===== config.mk =====
export PLATFORM = sky130hd
export DESIGN_NAME = encoder_command_executor
export DESIGN_NICKNAME = d
export VERILOG_FILES = /design/src/rtl/enc_cmd_pkg.sv /design/src/rtl/encoder_command_executor.sv
export SDC_FILE = /design/constraint.sdc
export NUM_CORES = 1
export LEC_CHECK = 0
export BUFFER_PORTS_ARGS = -buffer_cell sky130_fd_sc_hd__buf_2
export CAP_MARGIN = 20
export CORE_ASPECT_RATIO = 1.5
export CORE_MARGIN = 2
export CORE_UTILIZATION = 60
export CTS_CLUSTER_DIAMETER = 200
export DETAILED_ROUTE_END_ITERATION = 8
export GPL_TIMING_DRIVEN = 1
export PLACE_DENSITY = 0.91
export SKIP_LAST_GASP = 1
export SLEW_MARGIN = 20
export SYNTH_ARGS = -nofsm -noshare
export SYNTH_HDL_FRONTEND = slang
export SYNTH_SLANG_ARGS = --single-unit

===== constraint.sdc =====
create_clock -name sys_clk_i -period 7.5 [get_ports sys_clk_i]
set_clock_uncertainty 0.15 [all_clocks]
set_input_delay 1.125 -clock sys_clk_i [delete_from_list [all_inputs] [get_ports sys_clk_i]]
set_output_delay 1.125 -clock sys_clk_i [all_outputs]
set_load 0.02 [all_outputs]

===== src/rtl/enc_cmd_pkg.sv =====
package enc_cmd_pkg;

  // Register offsets on the serial register port
  localparam logic [7:0] OFS_OUT_OFF_NIB0 = 8'h1e;
  localparam logic [7:0] OFS_OUT_OFF_B1 = 8'h1f;
  localparam logic [7:0] OFS_EFF_OFF_B2 = 8'h20;
  localparam logic [7:0] OFS_EFF_OFF_B3 = 8'h21;
  localparam logic [7:0] OFS_EFF_OFF_B4 = 8'h22;
  localparam logic [7:0] OFS_PIN_CMD = 8'h25;
  localparam logic [7:0] OFS_OUT_OFF_B2 = 8'h48;
  localparam logic [7:0] OFS_OUT_OFF_B3 = 8'h49;
  localparam logic [7:0] OFS_OUT_OFF_B4 = 8'h4a;
  localparam logic [7:0] OFS_PRESET_NIB0 = 8'h4d;
  localparam logic [7:0] OFS_PRESET_B1 = 8'h4e;
  localparam logic [7:0] OFS_PRESET_B2 = 8'h4f;
  localparam logic [7:0] OFS_PRESET_B3 = 8'h50;
  localparam logic [7:0] OFS_PRESET_B4 = 8'h51;
  localparam logic [7:0] OFS_BUS_DEV_START = 8'h5b;
  localparam logic [7:0] OFS_BUS_RAM_END = 8'h5d;
  localparam logic [7:0] OFS_SWITCH_TARGET = 8'h60;
  localparam logic [7:0] OFS_COMMAND = 8'h75;
  localparam logic [7:0] OFS_STATUS_ONE = 8'h76;
  localparam logic [7:0] OFS_EVENT_COUNT = 8'h77;
  localparam logic [7:0] OFS_CONTROL = 8'h78;

  // Field positions
  localparam int TGT_MODE_LSB = 0;
  localparam int TGT_PROT_LSB = 6;
  localparam int PIN_SAMPLE_BIT = 0;
  localparam int ST1_EEPROM_FAULT_BIT = 0;
  localparam int ST1_CRC_ERR_BIT = 1;
  localparam int CTL_CRC_DISABLE_BIT = 0;
  localparam int CTL_MT_MODE_LSB = 4;

  // Reset values
  localparam logic [2:0] MODE_RST = 3'h0;
  localparam logic [1:0] PROT_RST = 2'h0;
  localparam logic [7:0] BYTE_RST = 8'h00;

  // Command codes
  localparam logic [7:0] CMD_NONE = 8'h00;
  localparam logic [7:0] CMD_FIRST = 8'h01;
  localparam logic [7:0] CMD_ABSOLUTE_REDEFINE_CMD = 8'h03;
  localparam logic [7:0] CMD_SOFT_RESET = 8'h07;
  localparam logic [7:0] CMD_RAM_PRESET = 8'h08;
  localparam logic [7:0] CMD_EEPROM_PRESET = 8'h09;
  localparam logic [7:0] CMD_EVENT_COUNT = 8'h0b;
  localparam logic [7:0] CMD_SWITCH = 8'h0c;
  localparam logic [7:0] CMD_CRC_VERIFY = 8'h0d;
  localparam logic [7:0] CMD_CRC_RECALC = 8'h0e;
  localparam logic [7:0] CMD_MTC_HIGH = 8'h0f;
  localparam logic [7:0] CMD_MTC_LOW = 8'h10;
  localparam logic [7:0] CMD_LAST = 8'h10;

  // Interface modes
  localparam logic [2:0] MODE_SPI_TRI = 3'h0;
  localparam logic [2:0] MODE_SPI = 3'h1;
  localparam logic [2:0] MODE_SERIAL_BIDIR = 3'h2;
  localparam logic [2:0] MODE_QUAD_ABZ = 3'h3;
  localparam logic [2:0] MODE_SSI = 3'h4;
  localparam logic [2:0] MODE_SSI_ERR_LOW = 3'h5;
  localparam logic [2:0] MODE_SSI_ERR_HIGH = 3'h6;
  localparam logic [2:0] MODE_EXT_SSI = 3'h7;

  // Protection levels
  localparam logic [1:0] PROT_ZERO = 2'h0;
  localparam logic [1:0] PROT_ONE_LOCKED = 2'h1;
  localparam logic [1:0] PROT_ONE_OPEN = 2'h2;
  localparam logic [1:0] PROT_ONE_RESET_ONLY = 2'h3;

  typedef struct packed {
    logic wr;
    logic rd;
    logic [7:0] addr;
    logic [7:0] wdata;
  } reg_req_t;

  typedef struct packed {
    logic done;
    logic err;
    logic [15:0] crc16;
    logic [7:0] crc8;
  } svc_rsp_t;

endpackage : enc_cmd_pkg


===== src/rtl/encoder_command_executor.sv =====
`timescale 1ns/100ps

// Functional notes
// Event command adds exactly one to counter
// Host sets protection level zero before switch
// Switch loads targets, writes config without offsets
// Switch then restores original mode and protection
// Switch flags checksum error if targets differ
// Targets become active at reset or soft reset
// Host issues switch after all other configuration
// Three-bit target mode encodes eight interface modes
// Two-bit target protection encodes four levels
// Verify checks both checksums, flags mismatch
// Recalculate stores both checksums as references
// Clock pin high and low commands
// Data pin sampled before clock pin changes
// Host uses clock pin commands without multiturn
// Preset pin falling edge runs configured command; code does so only in modes MODE_SERIAL_BIDIR and above
// Pin field 0x00/0xFF idle, 0x01-0x10 commands
// After reset, effective offset adds nonius data
// Each conversion subtracts effective offset
// Stored offset independent of quadrature resolution
// Preset from register command or pin edge
// Preset sequence stops, computes, saves, restarts
// Command codes 0x01-0x10 decoded, others idle
// Triggers ignored while a command executes
module encoder_command_executor #(
  parameter int POS_W = 36
) (
  input wire logic sys_clk_i,
  input wire logic srst_i,
  input wire logic ce_i,
  input wire enc_cmd_pkg::reg_req_t reg_req_i,
  output logic [7:0] reg_rdata_o,
  input wire logic port_pin_zero_i,
  input wire logic multiturn_data_pin_i,
  output logic multiturn_clock_pin_o,
  input wire logic conv_strobe_i,
  input wire logic [POS_W-1:0] sync_position_i,
  input wire logic [POS_W-1:0] nonius_ext_i,
  output logic [POS_W-1:0] position_o,
  output logic position_valid_o,
  output logic quad_run_o,
  output logic [2:0] interface_mode_sel_o,
  output logic [1:0] register_protect_level_o,
  output logic svc_req_o,
  output logic [7:0] svc_code_o,
  input wire enc_cmd_pkg::svc_rsp_t svc_rsp_i,
  output logic busy_o
);

  typedef enum logic [2:0] {
    ST_BOOT,
    ST_IDLE,
    ST_SVC,
    ST_SWITCH,
    ST_PRESET,
    ST_PRE_SAVE
  } exec_state_t;

  ////////////////////////////////////////////////////////////////////////////
  // State
  exec_state_t state_ff;
  logic [POS_W-1:0] stored_offset_ff;
  logic [POS_W-1:0] eff_offset_ff;
  logic [POS_W-1:0] setpoint_ff;
  logic [7:0] pin_cmd_ff;
  logic [7:0] dev_start_ff;
  logic [7:0] ram_end_ff;
  logic [2:0] tgt_mode_ff;
  logic [1:0] tgt_prot_ff;
  logic [2:0] act_mode_ff;
  logic [1:0] act_prot_ff;
  logic pin_sample_ff;
  logic [7:0] event_cnt_ff;
  logic eeprom_fault_ff;
  logic crc_err_ff;
  logic crc_disable_ff;
  logic [1:0] mt_mode_ff;
  logic [15:0] crc16_ref_ff;
  logic [7:0] crc8_ref_ff;
  logic [7:0] cur_cmd_ff;
  logic pin_prev_ff;
  logic mtc_ff;
  logic [7:0] rdata_ff;
  logic [POS_W-1:0] pos_ff;
  logic pos_valid_ff;
  logic quad_run_ff;
  logic [2:0] out_mode_ff;
  logic [1:0] out_prot_ff;
  logic svc_req_ff;
  logic [7:0] svc_code_ff;
  logic busy_ff;

  ////////////////////////////////////////////////////////////////////////////
  // Decode
  wire wr_en = ce_i && reg_req_i.wr;
  wire [7:0] wd = reg_req_i.wdata;
  wire [7:0] wa = reg_req_i.addr;
  wire idle = (state_ff == ST_IDLE);
  wire reg_cmd_wr = wr_en && (wa == enc_cmd_pkg::OFS_COMMAND);
  wire preset_pin_mode = (act_mode_ff >= enc_cmd_pkg::MODE_SERIAL_BIDIR);
  wire pin_fall = pin_prev_ff && !port_pin_zero_i;
  wire pin_cmd_valid = (pin_cmd_ff >= enc_cmd_pkg::CMD_FIRST) &&
    (pin_cmd_ff <= enc_cmd_pkg::CMD_LAST);
  wire pin_trig = ce_i && preset_pin_mode && pin_fall && pin_cmd_valid;
  wire [7:0] trig_code = reg_cmd_wr ? wd : pin_cmd_ff;
  wire trig_any = reg_cmd_wr || pin_trig;
  wire code_ok = (trig_code >= enc_cmd_pkg::CMD_FIRST) &&
    (trig_code <= enc_cmd_pkg::CMD_LAST);
  wire start = idle && trig_any && code_ok;
  wire is_preset = (trig_code == enc_cmd_pkg::CMD_RAM_PRESET) ||
    (trig_code == enc_cmd_pkg::CMD_EEPROM_PRESET);
  wire is_event = (trig_code == enc_cmd_pkg::CMD_EVENT_COUNT);
  wire is_mtc_hi = (trig_code == enc_cmd_pkg::CMD_MTC_HIGH);
  wire is_mtc_lo = (trig_code == enc_cmd_pkg::CMD_MTC_LOW);
  wire is_switch = (trig_code == enc_cmd_pkg::CMD_SWITCH);
  wire svc_done = ce_i && svc_req_ff && svc_rsp_i.done;
  wire crc_mismatch = (svc_rsp_i.crc16 != crc16_ref_ff) ||
    (svc_rsp_i.crc8 != crc8_ref_ff);
  wire tgt_differs = (tgt_mode_ff != act_mode_ff) ||
    (tgt_prot_ff != act_prot_ff);
  wire reset_done = svc_done && ((cur_cmd_ff == enc_cmd_pkg::CMD_SOFT_RESET) ||
    (cur_cmd_ff == enc_cmd_pkg::CMD_ABSOLUTE_REDEFINE_CMD));
  wire [POS_W-1:0] preset_eff = sync_position_i - setpoint_ff;
  wire [POS_W-1:0] preset_stored = preset_eff - nonius_ext_i;
  wire st1_clr_wr = wr_en && (wa == enc_cmd_pkg::OFS_STATUS_ONE);
  wire set_crc_err = (state_ff == ST_SWITCH && svc_done &&
    !crc_disable_ff && tgt_differs) ||
    (svc_done && cur_cmd_ff == enc_cmd_pkg::CMD_CRC_VERIFY && crc_mismatch);
  wire set_eeprom_fault = svc_done && svc_rsp_i.err;

  ////////////////////////////////////////////////////////////////////////////
  // Read mux
  logic [7:0] rd_val;
  always_comb begin
    rd_val = enc_cmd_pkg::BYTE_RST;
    case (reg_req_i.addr)
      enc_cmd_pkg::OFS_OUT_OFF_NIB0: rd_val = {stored_offset_ff[3:0], 4'h0};
      enc_cmd_pkg::OFS_OUT_OFF_B1: rd_val = stored_offset_ff[11:4];
      enc_cmd_pkg::OFS_OUT_OFF_B2: rd_val = stored_offset_ff[19:12];
      enc_cmd_pkg::OFS_OUT_OFF_B3: rd_val = stored_offset_ff[27:20];
      enc_cmd_pkg::OFS_OUT_OFF_B4: rd_val = stored_offset_ff[35:28];
      enc_cmd_pkg::OFS_EFF_OFF_B2: rd_val = eff_offset_ff[19:12];
      enc_cmd_pkg::OFS_EFF_OFF_B3: rd_val = eff_offset_ff[27:20];
      enc_cmd_pkg::OFS_EFF_OFF_B4: rd_val = eff_offset_ff[35:28];
      enc_cmd_pkg::OFS_PRESET_NIB0: rd_val = {setpoint_ff[3:0], 4'h0};
      enc_cmd_pkg::OFS_PRESET_B1: rd_val = setpoint_ff[11:4];
      enc_cmd_pkg::OFS_PRESET_B2: rd_val = setpoint_ff[19:12];
      enc_cmd_pkg::OFS_PRESET_B3: rd_val = setpoint_ff[27:20];
      enc_cmd_pkg::OFS_PRESET_B4: rd_val = setpoint_ff[35:28];
      enc_cmd_pkg::OFS_PIN_CMD: rd_val = pin_cmd_ff;
      enc_cmd_pkg::OFS_BUS_DEV_START: rd_val = dev_start_ff;
      enc_cmd_pkg::OFS_BUS_RAM_END: rd_val = ram_end_ff;
      enc_cmd_pkg::OFS_SWITCH_TARGET:
        rd_val = {tgt_prot_ff, 3'h0, tgt_mode_ff[2:1], pin_sample_ff};
      enc_cmd_pkg::OFS_COMMAND: rd_val = cur_cmd_ff;
      enc_cmd_pkg::OFS_STATUS_ONE:
        rd_val = {6'h00, crc_err_ff, eeprom_fault_ff};
      enc_cmd_pkg::OFS_EVENT_COUNT: rd_val = event_cnt_ff;
      enc_cmd_pkg::OFS_CONTROL:
        rd_val = {2'h0, mt_mode_ff, 3'h0, crc_disable_ff};
      default: rd_val = enc_cmd_pkg::BYTE_RST;
    endcase
  end

  ////////////////////////////////////////////////////////////////////////////
  // Configuration registers written by the host
  always_ff @(posedge sys_clk_i) begin
    if (srst_i) begin
      setpoint_ff <= '0;
      pin_cmd_ff <= enc_cmd_pkg::CMD_NONE;
      dev_start_ff <= enc_cmd_pkg::BYTE_RST;
      ram_end_ff <= enc_cmd_pkg::BYTE_RST;
      tgt_mode_ff <= enc_cmd_pkg::MODE_RST;
      tgt_prot_ff <= enc_cmd_pkg::PROT_RST;
      crc_disable_ff <= 1'b0;
      mt_mode_ff <= 2'h0;
    end else if (wr_en) begin
      unique case (wa)
        enc_cmd_pkg::OFS_PRESET_NIB0: setpoint_ff[3:0] <= wd[7:4];
        enc_cmd_pkg::OFS_PRESET_B1: setpoint_ff[11:4] <= wd;
        enc_cmd_pkg::OFS_PRESET_B2: setpoint_ff[19:12] <= wd;
        enc_cmd_pkg::OFS_PRESET_B3: setpoint_ff[27:20] <= wd;
        enc_cmd_pkg::OFS_PRESET_B4: setpoint_ff[35:28] <= wd;
        enc_cmd_pkg::OFS_PIN_CMD: pin_cmd_ff <= wd;
        enc_cmd_pkg::OFS_BUS_DEV_START: dev_start_ff <= wd;
        enc_cmd_pkg::OFS_BUS_RAM_END: ram_end_ff <= wd;
        enc_cmd_pkg::OFS_SWITCH_TARGET: begin
          tgt_mode_ff <= wd[enc_cmd_pkg::TGT_MODE_LSB +: 3];
          tgt_prot_ff <= wd[enc_cmd_pkg::TGT_PROT_LSB +: 2];
        end
        enc_cmd_pkg::OFS_CONTROL: begin
          crc_disable_ff <= wd[enc_cmd_pkg::CTL_CRC_DISABLE_BIT];
          mt_mode_ff <= wd[enc_cmd_pkg::CTL_MT_MODE_LSB +: 2];
        end
        default: ;
      endcase
    end
  end

  ////////////////////////////////////////////////////////////////////////////
  // Stored and effective offsets
  always_ff @(posedge sys_clk_i) begin
    if (srst_i) begin
      stored_offset_ff <= '0;
      eff_offset_ff <= '0;
    end else if (ce_i) begin
      if (state_ff == ST_BOOT || reset_done) begin
        eff_offset_ff <= stored_offset_ff + nonius_ext_i;
      end else if (state_ff == ST_PRESET) begin
        eff_offset_ff <= preset_eff;
        stored_offset_ff <= preset_stored;
      end else if (wr_en) begin
        unique case (wa)
          enc_cmd_pkg::OFS_OUT_OFF_NIB0: stored_offset_ff[3:0] <= wd[7:4];
          enc_cmd_pkg::OFS_OUT_OFF_B1: stored_offset_ff[11:4] <= wd;
          enc_cmd_pkg::OFS_OUT_OFF_B2: stored_offset_ff[19:12] <= wd;
          enc_cmd_pkg::OFS_OUT_OFF_B3: stored_offset_ff[27:20] <= wd;
          enc_cmd_pkg::OFS_OUT_OFF_B4: stored_offset_ff[35:28] <= wd;
          default: ;
        endcase
      end
    end
  end

  ////////////////////////////////////////////////////////////////////////////
  // Command sequencer
  always_ff @(posedge sys_clk_i) begin
    if (srst_i) begin
      state_ff <= ST_BOOT;
      cur_cmd_ff <= enc_cmd_pkg::CMD_NONE;
      svc_req_ff <= 1'b0;
      svc_code_ff <= enc_cmd_pkg::CMD_NONE;
      quad_run_ff <= 1'b1;
      busy_ff <= 1'b1;
    end else if (ce_i) begin
      unique case (state_ff)
        ST_BOOT: begin
          state_ff <= ST_IDLE;
          busy_ff <= 1'b0;
        end
        ST_IDLE: begin
          if (start) begin
            cur_cmd_ff <= trig_code;
            if (is_preset) begin
              quad_run_ff <= 1'b0;
              busy_ff <= 1'b1;
              state_ff <= ST_PRESET;
            end else if (is_switch) begin
              svc_req_ff <= 1'b1;
              busy_ff <= 1'b1;
              svc_code_ff <= trig_code;
              state_ff <= ST_SWITCH;
            end else if (!(is_event || is_mtc_hi || is_mtc_lo)) begin
              busy_ff <= 1'b1;
              svc_req_ff <= 1'b1;
              svc_code_ff <= trig_code;
              state_ff <= ST_SVC;
            end
          end
        end
        ST_PRESET: begin
          if (cur_cmd_ff == enc_cmd_pkg::CMD_EEPROM_PRESET) begin
            svc_req_ff <= 1'b1;
            svc_code_ff <= cur_cmd_ff;
            state_ff <= ST_PRE_SAVE;
          end else begin
            busy_ff <= 1'b0;
            quad_run_ff <= 1'b1;
            state_ff <= ST_IDLE;
          end
        end
        ST_PRE_SAVE: begin
          if (svc_done) begin
            svc_req_ff <= 1'b0;
            busy_ff <= 1'b0;
            quad_run_ff <= 1'b1;
            state_ff <= ST_IDLE;
          end
        end
        ST_SWITCH, ST_SVC: begin
          if (svc_done) begin
            svc_req_ff <= 1'b0;
            busy_ff <= 1'b0;
            state_ff <= ST_IDLE;
          end
        end
      endcase
    end
  end

  ////////////////////////////////////////////////////////////////////////////
  // Mode, protection, checksums and status
  always_ff @(posedge sys_clk_i) begin
    if (srst_i) begin
      act_mode_ff <= enc_cmd_pkg::MODE_RST;
      act_prot_ff <= enc_cmd_pkg::PROT_RST;
      out_mode_ff <= enc_cmd_pkg::MODE_RST;
      out_prot_ff <= enc_cmd_pkg::PROT_RST;
      crc16_ref_ff <= 16'h0000;
      crc8_ref_ff <= 8'h00;
      eeprom_fault_ff <= 1'b0;
      crc_err_ff <= 1'b0;
    end else if (ce_i) begin
      if (start && is_switch) begin
        out_mode_ff <= tgt_mode_ff;
        out_prot_ff <= tgt_prot_ff;
      end else if (state_ff == ST_SWITCH && svc_done) begin
        out_mode_ff <= act_mode_ff;
        out_prot_ff <= act_prot_ff;
      end else if (reset_done &&
                   cur_cmd_ff == enc_cmd_pkg::CMD_SOFT_RESET) begin
        act_mode_ff <= tgt_mode_ff;
        act_prot_ff <= tgt_prot_ff;
        out_mode_ff <= tgt_mode_ff;
        out_prot_ff <= tgt_prot_ff;
      end
      if (svc_done && cur_cmd_ff == enc_cmd_pkg::CMD_CRC_RECALC) begin
        crc16_ref_ff <= svc_rsp_i.crc16;
        crc8_ref_ff <= svc_rsp_i.crc8;
      end
      if (set_eeprom_fault) begin
        eeprom_fault_ff <= 1'b1;
      end else if (st1_clr_wr && wd[enc_cmd_pkg::ST1_EEPROM_FAULT_BIT]) begin
        eeprom_fault_ff <= 1'b0;
      end
      if (set_crc_err) begin
        crc_err_ff <= 1'b1;
      end else if (st1_clr_wr && wd[enc_cmd_pkg::ST1_CRC_ERR_BIT]) begin
        crc_err_ff <= 1'b0;
      end
    end
  end

  ////////////////////////////////////////////////////////////////////////////
  // Event counter and multiturn clock pin
  always_ff @(posedge sys_clk_i) begin
    if (srst_i) begin
      event_cnt_ff <= 8'h00;
      mtc_ff <= 1'b0;
      pin_sample_ff <= 1'b0;
    end else if (ce_i && start) begin
      if (is_event) begin
        event_cnt_ff <= event_cnt_ff + 8'h01;
      end
      if (is_mtc_hi || is_mtc_lo) begin
        pin_sample_ff <= multiturn_data_pin_i;
        mtc_ff <= is_mtc_hi;
      end
    end
  end

  ////////////////////////////////////////////////////////////////////////////
  // Pin edge, position output, register read
  always_ff @(posedge sys_clk_i) begin
    if (srst_i) begin
      pin_prev_ff <= 1'b1;
      pos_ff <= '0;
      pos_valid_ff <= 1'b0;
      rdata_ff <= enc_cmd_pkg::BYTE_RST;
    end else if (ce_i) begin
      pin_prev_ff <= port_pin_zero_i;
      pos_valid_ff <= conv_strobe_i;
      if (conv_strobe_i) begin
        pos_ff <= sync_position_i - eff_offset_ff;
      end
      if (reg_req_i.rd) begin
        rdata_ff <= rd_val;
      end
    end
  end

  ////////////////////////////////////////////////////////////////////////////
  // Outputs
  assign reg_rdata_o = rdata_ff;
  assign multiturn_clock_pin_o = mtc_ff;
  assign position_o = pos_ff;
  assign position_valid_o = pos_valid_ff;
  assign quad_run_o = quad_run_ff;
  assign interface_mode_sel_o = out_mode_ff;
  assign register_protect_level_o = out_prot_ff;
  assign svc_req_o = svc_req_ff;
  assign svc_code_o = svc_code_ff;
  assign busy_o = busy_ff;

endmodule : encoder_command_executor


==> results.toml, run 1 <==
[run_status]
outcome = "finished clean"

[setup_path]
worst_setup_path_end_kind = "flip-flop"
cp.arrival_ps = 6680
r2r_cells = 25
worstPathMaxFanout = 5
required_ps = 7810
reg2reg_from = "setpoint_ff[0]$_SDFFE_PP0P_"
reg2reg_slack_ps = 1370
r2r-end = "stored_offset_ff[35]$_SDFFE_PP0P_"
start_kind = "primary input"
critPathKind = "primary input to flip-flop"

[yosys]
yosys.cell_types.count = 84
synth_area_per_cell_um2 = 7.53
ys.flop_type = "dfxtp_1"
synth-seq-area-share = 0.276
async_reset_ff_frac = 0
yosys_warnings = 0
yosys.area.top_type = "dfxtp_1"
ys_ff_latch = 254
syn_inst = 2447
netlist_area_um2 = 18400
synth_fp_nets = 2714
ys_top_cells_by_area = "dfxtp_1, ha_1, a21oi_1"
synth_edf_count = 0
synth_top_area_share = 0.276

[placement]
hpwl_um = 54100
portBuffers = 183
place_congestion = 1.02

[grt]
grt_max_degree = 160
overflow = 0
grt_pass1_wl_um = 106000
grt_pass1_vias = 19200
grt_use_total = 0.427
antenna_found_initial = 1

[floorplanning]
die_area_um2 = 32200
die_h_um = 219
ios = 184
design.core.area_um2 = 30300
rows = 78
initial_core_util = 0.609
die_x_um = 147

[power]
powerDensity_nw_per_um2 = 202
leakage_uw = 0.00833
ir_drop_mv = 0.184

[cells_and_area]
n_antenna_cell = 0
final_common_cell = "nand2_1"
drive_gt1_frac = 0.113
finalNetCount = 2844
syn_to_final_growth_pct = 11.7
layout_common_cells = "nand2_1, a21oi_1, dfxtp_1, nor2_1, buf_2"

[sta]
slew_headroom = 0.211
hold_viol = 0
fin_crit_sh = 0.849
drv_slew = 0
rsz0062_at_grt = "false"
hold-worst-slack_ps = 298
worst_pin_slew_ps = 1170
setup_viol = 0
fmax_mhz = 157
period_needed_ps = 6360
fin_tns_setup_ps = 0

[routing]
wl_per_cell_um = 23.6
via_count = 19600
post_drt_via_cell_ratio = 6.54
wl_um = 70700
drtAntennaViolNets = 0
dr.pass1.iters = 7
initialDrtViolationCount = 1768
drcViolationCount = 0

[clock_tree]
clockBufferDepth = 3
cts_tree = "done"
postCtsSetupBuffers = 0
clk_pin_slew_ps = 60
cts_root_buf = "clkbuf_16"
worstSkewPairLatency_ps = 570
numCtsBuffers = 27
clock-sinks = 254
htreeDepth = 1
cts_hold_buf = 0
post_cts_resized = 0

[worst_hold_path]
min_path_cells = 2
hp-class = "flip-flop to flip-flop"
holdPathEnd = "position_o[20]$_SDFFE_PP0P_"
worstHoldStart = "position_o[20]$_SDFFE_PP0P_"

[flow_run]
maxCapViolCount = 0
## Yosys cell counts, types with 22 or more instances
library cell	n
a22oi_1	43
ha_1	141
nand2_1	345
mux2i_1	38
nor3_1	50
dfxtp_1	254
xor2_1	64
clkbuf_1	93
o21ai_0	91
nand2b_1	28
a21oi_1	275
o21a_1	22
nor2_1	230
a211oi_1	63
nand4_1	25
a21o_1	61
inv_1	147
a311oi_1	30
nand3_1	67
xnor2_1	80
## metal layers
| metal | wire length, µm | global-route usage | part of all wire |
|---|---|---|---|
| met1 | 22900 | 0.415 | 0.32 |
| met2 | 32700 | 0.720 | 0.46 |
| met3 | 5510 | 0.0802 | 0.078 |
| met4 | 9560 | 0.473 | 0.14 |
| met5 | 13 | 0 | 0.00018 |
## layout make-up
cell class	count	area (µm²)
clock buffers	38	777
fillers	2570	9670
repair buffers	206	1110
well taps	400	500
clock inverters	12	145
inverters	147	552
multi-input cells	1941	12400
flip-flops and latches	254	5080
## sequential cells by signal, summed over array words and instances (netlist names), 8 cells and up
register,cells
position_o,36
stored_offset_ff,36
dev_start_ff,8
event_cnt_ff,8
eff_offset_ff,36
ram_end_ff,8
crc8_ref_ff,8
setpoint_ff,36
cur_cmd_ff,8
svc_code_o,8
crc16_ref_ff,16
reg_rdata_o,8
pin_cmd_ff,8
## power by group
group / total (µW) / leakage [µW] / internal (µW) / switching, µW
clock network: 1420 / 0.000456 / 825 / 592
logic: 1270 / 0.00581 / 457 / 815
registers: 1470 / 0.00206 / 1410 / 59.2
total: 4160 / 0.00833 / 2690 / 1470
## per-stage QoR
stage           util  setup WS (ps)  std cells  cell area (µm²)  power, µW
6_report       0.680           1140       2998            20600       4160
5_1_grt        0.680            843       2998            20600       4310
4_1_cts        0.680           1210       2997            20600       4120
3_5_place_dp   0.649            665       2947            19600       2720
3_3_place_gp   0.649            790       2947            19600       2690
2_1_floorplan      -           1460       2447            18400       2340
## worst max-delay path, stage by stage
cell	delay, ps
buf_2	100
inv_1	70
ha_1	160
inv_1	50
fa_1	420
a211oi_1	250
o21bai_1	110
a21oi_1	150
buf_4	150
nor4_1	50
o2111ai_1	270
nand2_1	150
a21bo_2	230
a21oi_1	160
xnor2_1	260
ha_1	380
a21oi_1	360
o21ai_0	190
o21bai_1	200
a31o_2	260
o2bb2ai_1	120
a311o_1	320
a21o_1	210
a2111oi_0	440
nor2_1	110
xnor2_1	150
o41ai_2	210
## worst max-delay path by stage
stage                  startpoint                                 to  slack, ps
3_3_place_gp   sync_position_i[0]  stored_offset_ff[35]$_SDFFE_PP0P_        790
3_5_place_dp   sync_position_i[0]  stored_offset_ff[35]$_SDFFE_PP0P_        660
2_1_floorplan  sync_position_i[0]  stored_offset_ff[35]$_SDFFE_PP0P_       1460
5_1_grt        sync_position_i[0]  stored_offset_ff[35]$_SDFFE_PP0P_        840
6_report       sync_position_i[0]  stored_offset_ff[35]$_SDFFE_PP0P_       1140
4_1_cts        sync_position_i[0]  stored_offset_ff[35]$_SDFFE_PP0P_       1210
## cell families (layout without fill, tap and decap cells)
logic type                 Yosys count  count (layout)  share of synthesized area
adders and majority gates          145             145                      0.100
muxes                               38              38                     0.0206
buffers and inverters              252             403                     0.0525
DFF                                254             254                      0.276
and+or+nand+nor                    863             863                      0.212
AOI/OAI and AO/OA                  750             750                      0.270
xor gates and xnor gates           145             145                     0.0693
Note: power is estimated with default switching activity, not from simulation.
==> run 2, diff against run 1 <==
clock period = 6.48 ns   (was 7.5 ns; I/O delays follow)
==> results.toml, run 2 (same netlist as run 1, synthesis figures left out) <==
[routing]
wl_um = 70400
via_count = 19600
post_drt_via_cell_ratio = 6.55
initialDrtViolationCount = 1902
dr.pass1.iters = 8
wl_per_cell_um = 23.4
drcViolationCount = 0
drtAntennaViolNets = 0

[grt]
grt_use_met1 = 0.427
gr-usage-met3 = 0.0716
grt_use_total = 0.426
grt_max_degree = 104
grtUsageMet2 = 0.731
grt_pass1_wl_um = 106000
grt-busiest-layer = "met2"
grt_pass1_vias = 19100
antenna_found_initial = 1
overflow = 0

[floorplanning]
initial_core_util = 0.609
ios = 184
die_area_um2 = 32200
rows = 78
die_h_um = 219
design.core.area_um2 = 30300
die_x_um = 147

[clock_tree]
cts_root_buf = "clkbuf_16"
post_cts_resized = 0
cts_hold_buf = 0
clk_pin_slew_ps = 70
postCtsSetupBuffers = 0
worstSkewPairLatency_ps = 580
cts_tree = "done"
numCtsBuffers = 26
htreeDepth = 1
clockBufferDepth = 3
clock-sinks = 254

[setup_path]
r2r_cells = 25
worstPathMaxFanout = 6
reg2reg_from = "setpoint_ff[0]$_SDFFE_PP0P_"
crit_start = "sync_position_i[0]"
critPathKind = "primary input to flip-flop"
start_kind = "primary input"
worst_setup_path_end_kind = "flip-flop"
cp.arrival_ps = 6220
required_ps = 6780

[placement]
place_inst = 2955
placed_cell_area_um2 = 19700
portBuffers = 183
place_congestion = 1.02
hpwl_um = 54300

[sta]
fin_tns_setup_ps = 0
period_needed_ps = 5920
hold-worst-slack_ps = 298
setup_viol = 0
slew_headroom = 0.251
fmax_mhz = 169
worst_pin_slew_ps = 1110
rsz0062_at_grt = "false"
fin_crit_sh = 0.913
drv_slew = 0
hold_viol = 0

[cells_and_area]
finalNetCount = 2851
layout_common_cells = "nand2_1, a21oi_1, dfxtp_1, nor2_1, buf_2"
fin_util = 0.682
final_common_cell = "nand2_1"
drive_gt1_frac = 0.115
final_cell_area_um2 = 20600
n_antenna_cell = 0
syn_to_final_growth_pct = 12.0
finish.cell_count_without_fillers = 3001

[worst_hold_path]
worstHoldStart = "position_o[27]$_SDFFE_PP0P_"
hp-class = "flip-flop to flip-flop"
min_path_cells = 2

[flow_run]
maxCapViolCount = 0

[power]
ir_drop_mv = 0.315
powerDensity_nw_per_um2 = 236
leakage_uw = 0.00837

[run_status]
outcome = "finished clean"
run 2: cell count changes in the layout (fill, tap and decap cells not counted):
| cell | change |
|---|---|
| clkinv_8 | +1 |
| clkbuf_4 | -1 |
| clkinvlp_4 | -1 |
| buf_4 | +9 |
| clkbuf_16 | -1 |
| clkbuf_8 | -1 |
| clkinv_2 | -3 |
| a211oi_1 | +1 |
| bufinv_16 | +2 |
| clkbuf_1 | -2 |
| a211oi_2 | -1 |
run 2: through the flow:
stage	total power, µW	setup slack [ps]
floorplan	2710	596
global placement	3130	115
detailed placement	3170	74.6
CTS	4820	618
global route	5040	194
finish	4870	563
run 2: final cells by class:
cell class	instances	area [µm²]
clock buffer	34	731
clock inverter	11	199
fill	2571	9610
inverter	147	552
multi-input combinational	1941	12400
sequential	254	5080
tap	400	500
timing repair buffer	214	1170
run 2: worst paths after layout:
kind,to,slack (ps)
max,stored_offset_ff[35]$_SDFFE_PP0P_,560
min,position_o[27]$_SDFFE_PP0P_,300
min reg2reg,position_o[27]$_SDFFE_PP0P_,300
max reg2reg,stored_offset_ff[35]$_SDFFE_PP0P_,640
run 2: where the power goes:
| part | leakage, µW | internal [µW] | total [µW] | switching, µW |
|---|---|---|---|---|
| Combinational | 0.00585 | 539 | 1490 | 947 |
| Sequential | 0.00206 | 1630 | 1700 | 68.3 |
| Clock | 0.000458 | 992 | 1680 | 685 |
run 2: per-layer routing:
| metal | part of all wire | wire length, µm |
|---|---|---|
| met5 | 0.00018 | 13 |
| met4 | 0.12 | 8670 |
| met3 | 0.080 | 5610 |
| met2 | 0.47 | 33000 |
| met1 | 0.33 | 23000 |
run 2: critical path: stages:
cell and delay, ps:
buf_2 90, inv_1 80, ha_1 170, inv_1 50, fa_1 420, a211oi_1 230, o21bai_1 100, a21oi_1 230
buf_4 170, nor2b_1 50, o21a_1 170, o21a_1 160, o21a_1 180, o41ai_1 310, xnor2_1 320, ha_1 410
o21a_1 140, nor2_1 90, o21ai_0 110, a31o_2 260, o31a_1 160, a311o_1 290, a21o_1 210, a2111oi_0 400
nor2_1 110, xnor2_1 150, o41ai_2 190
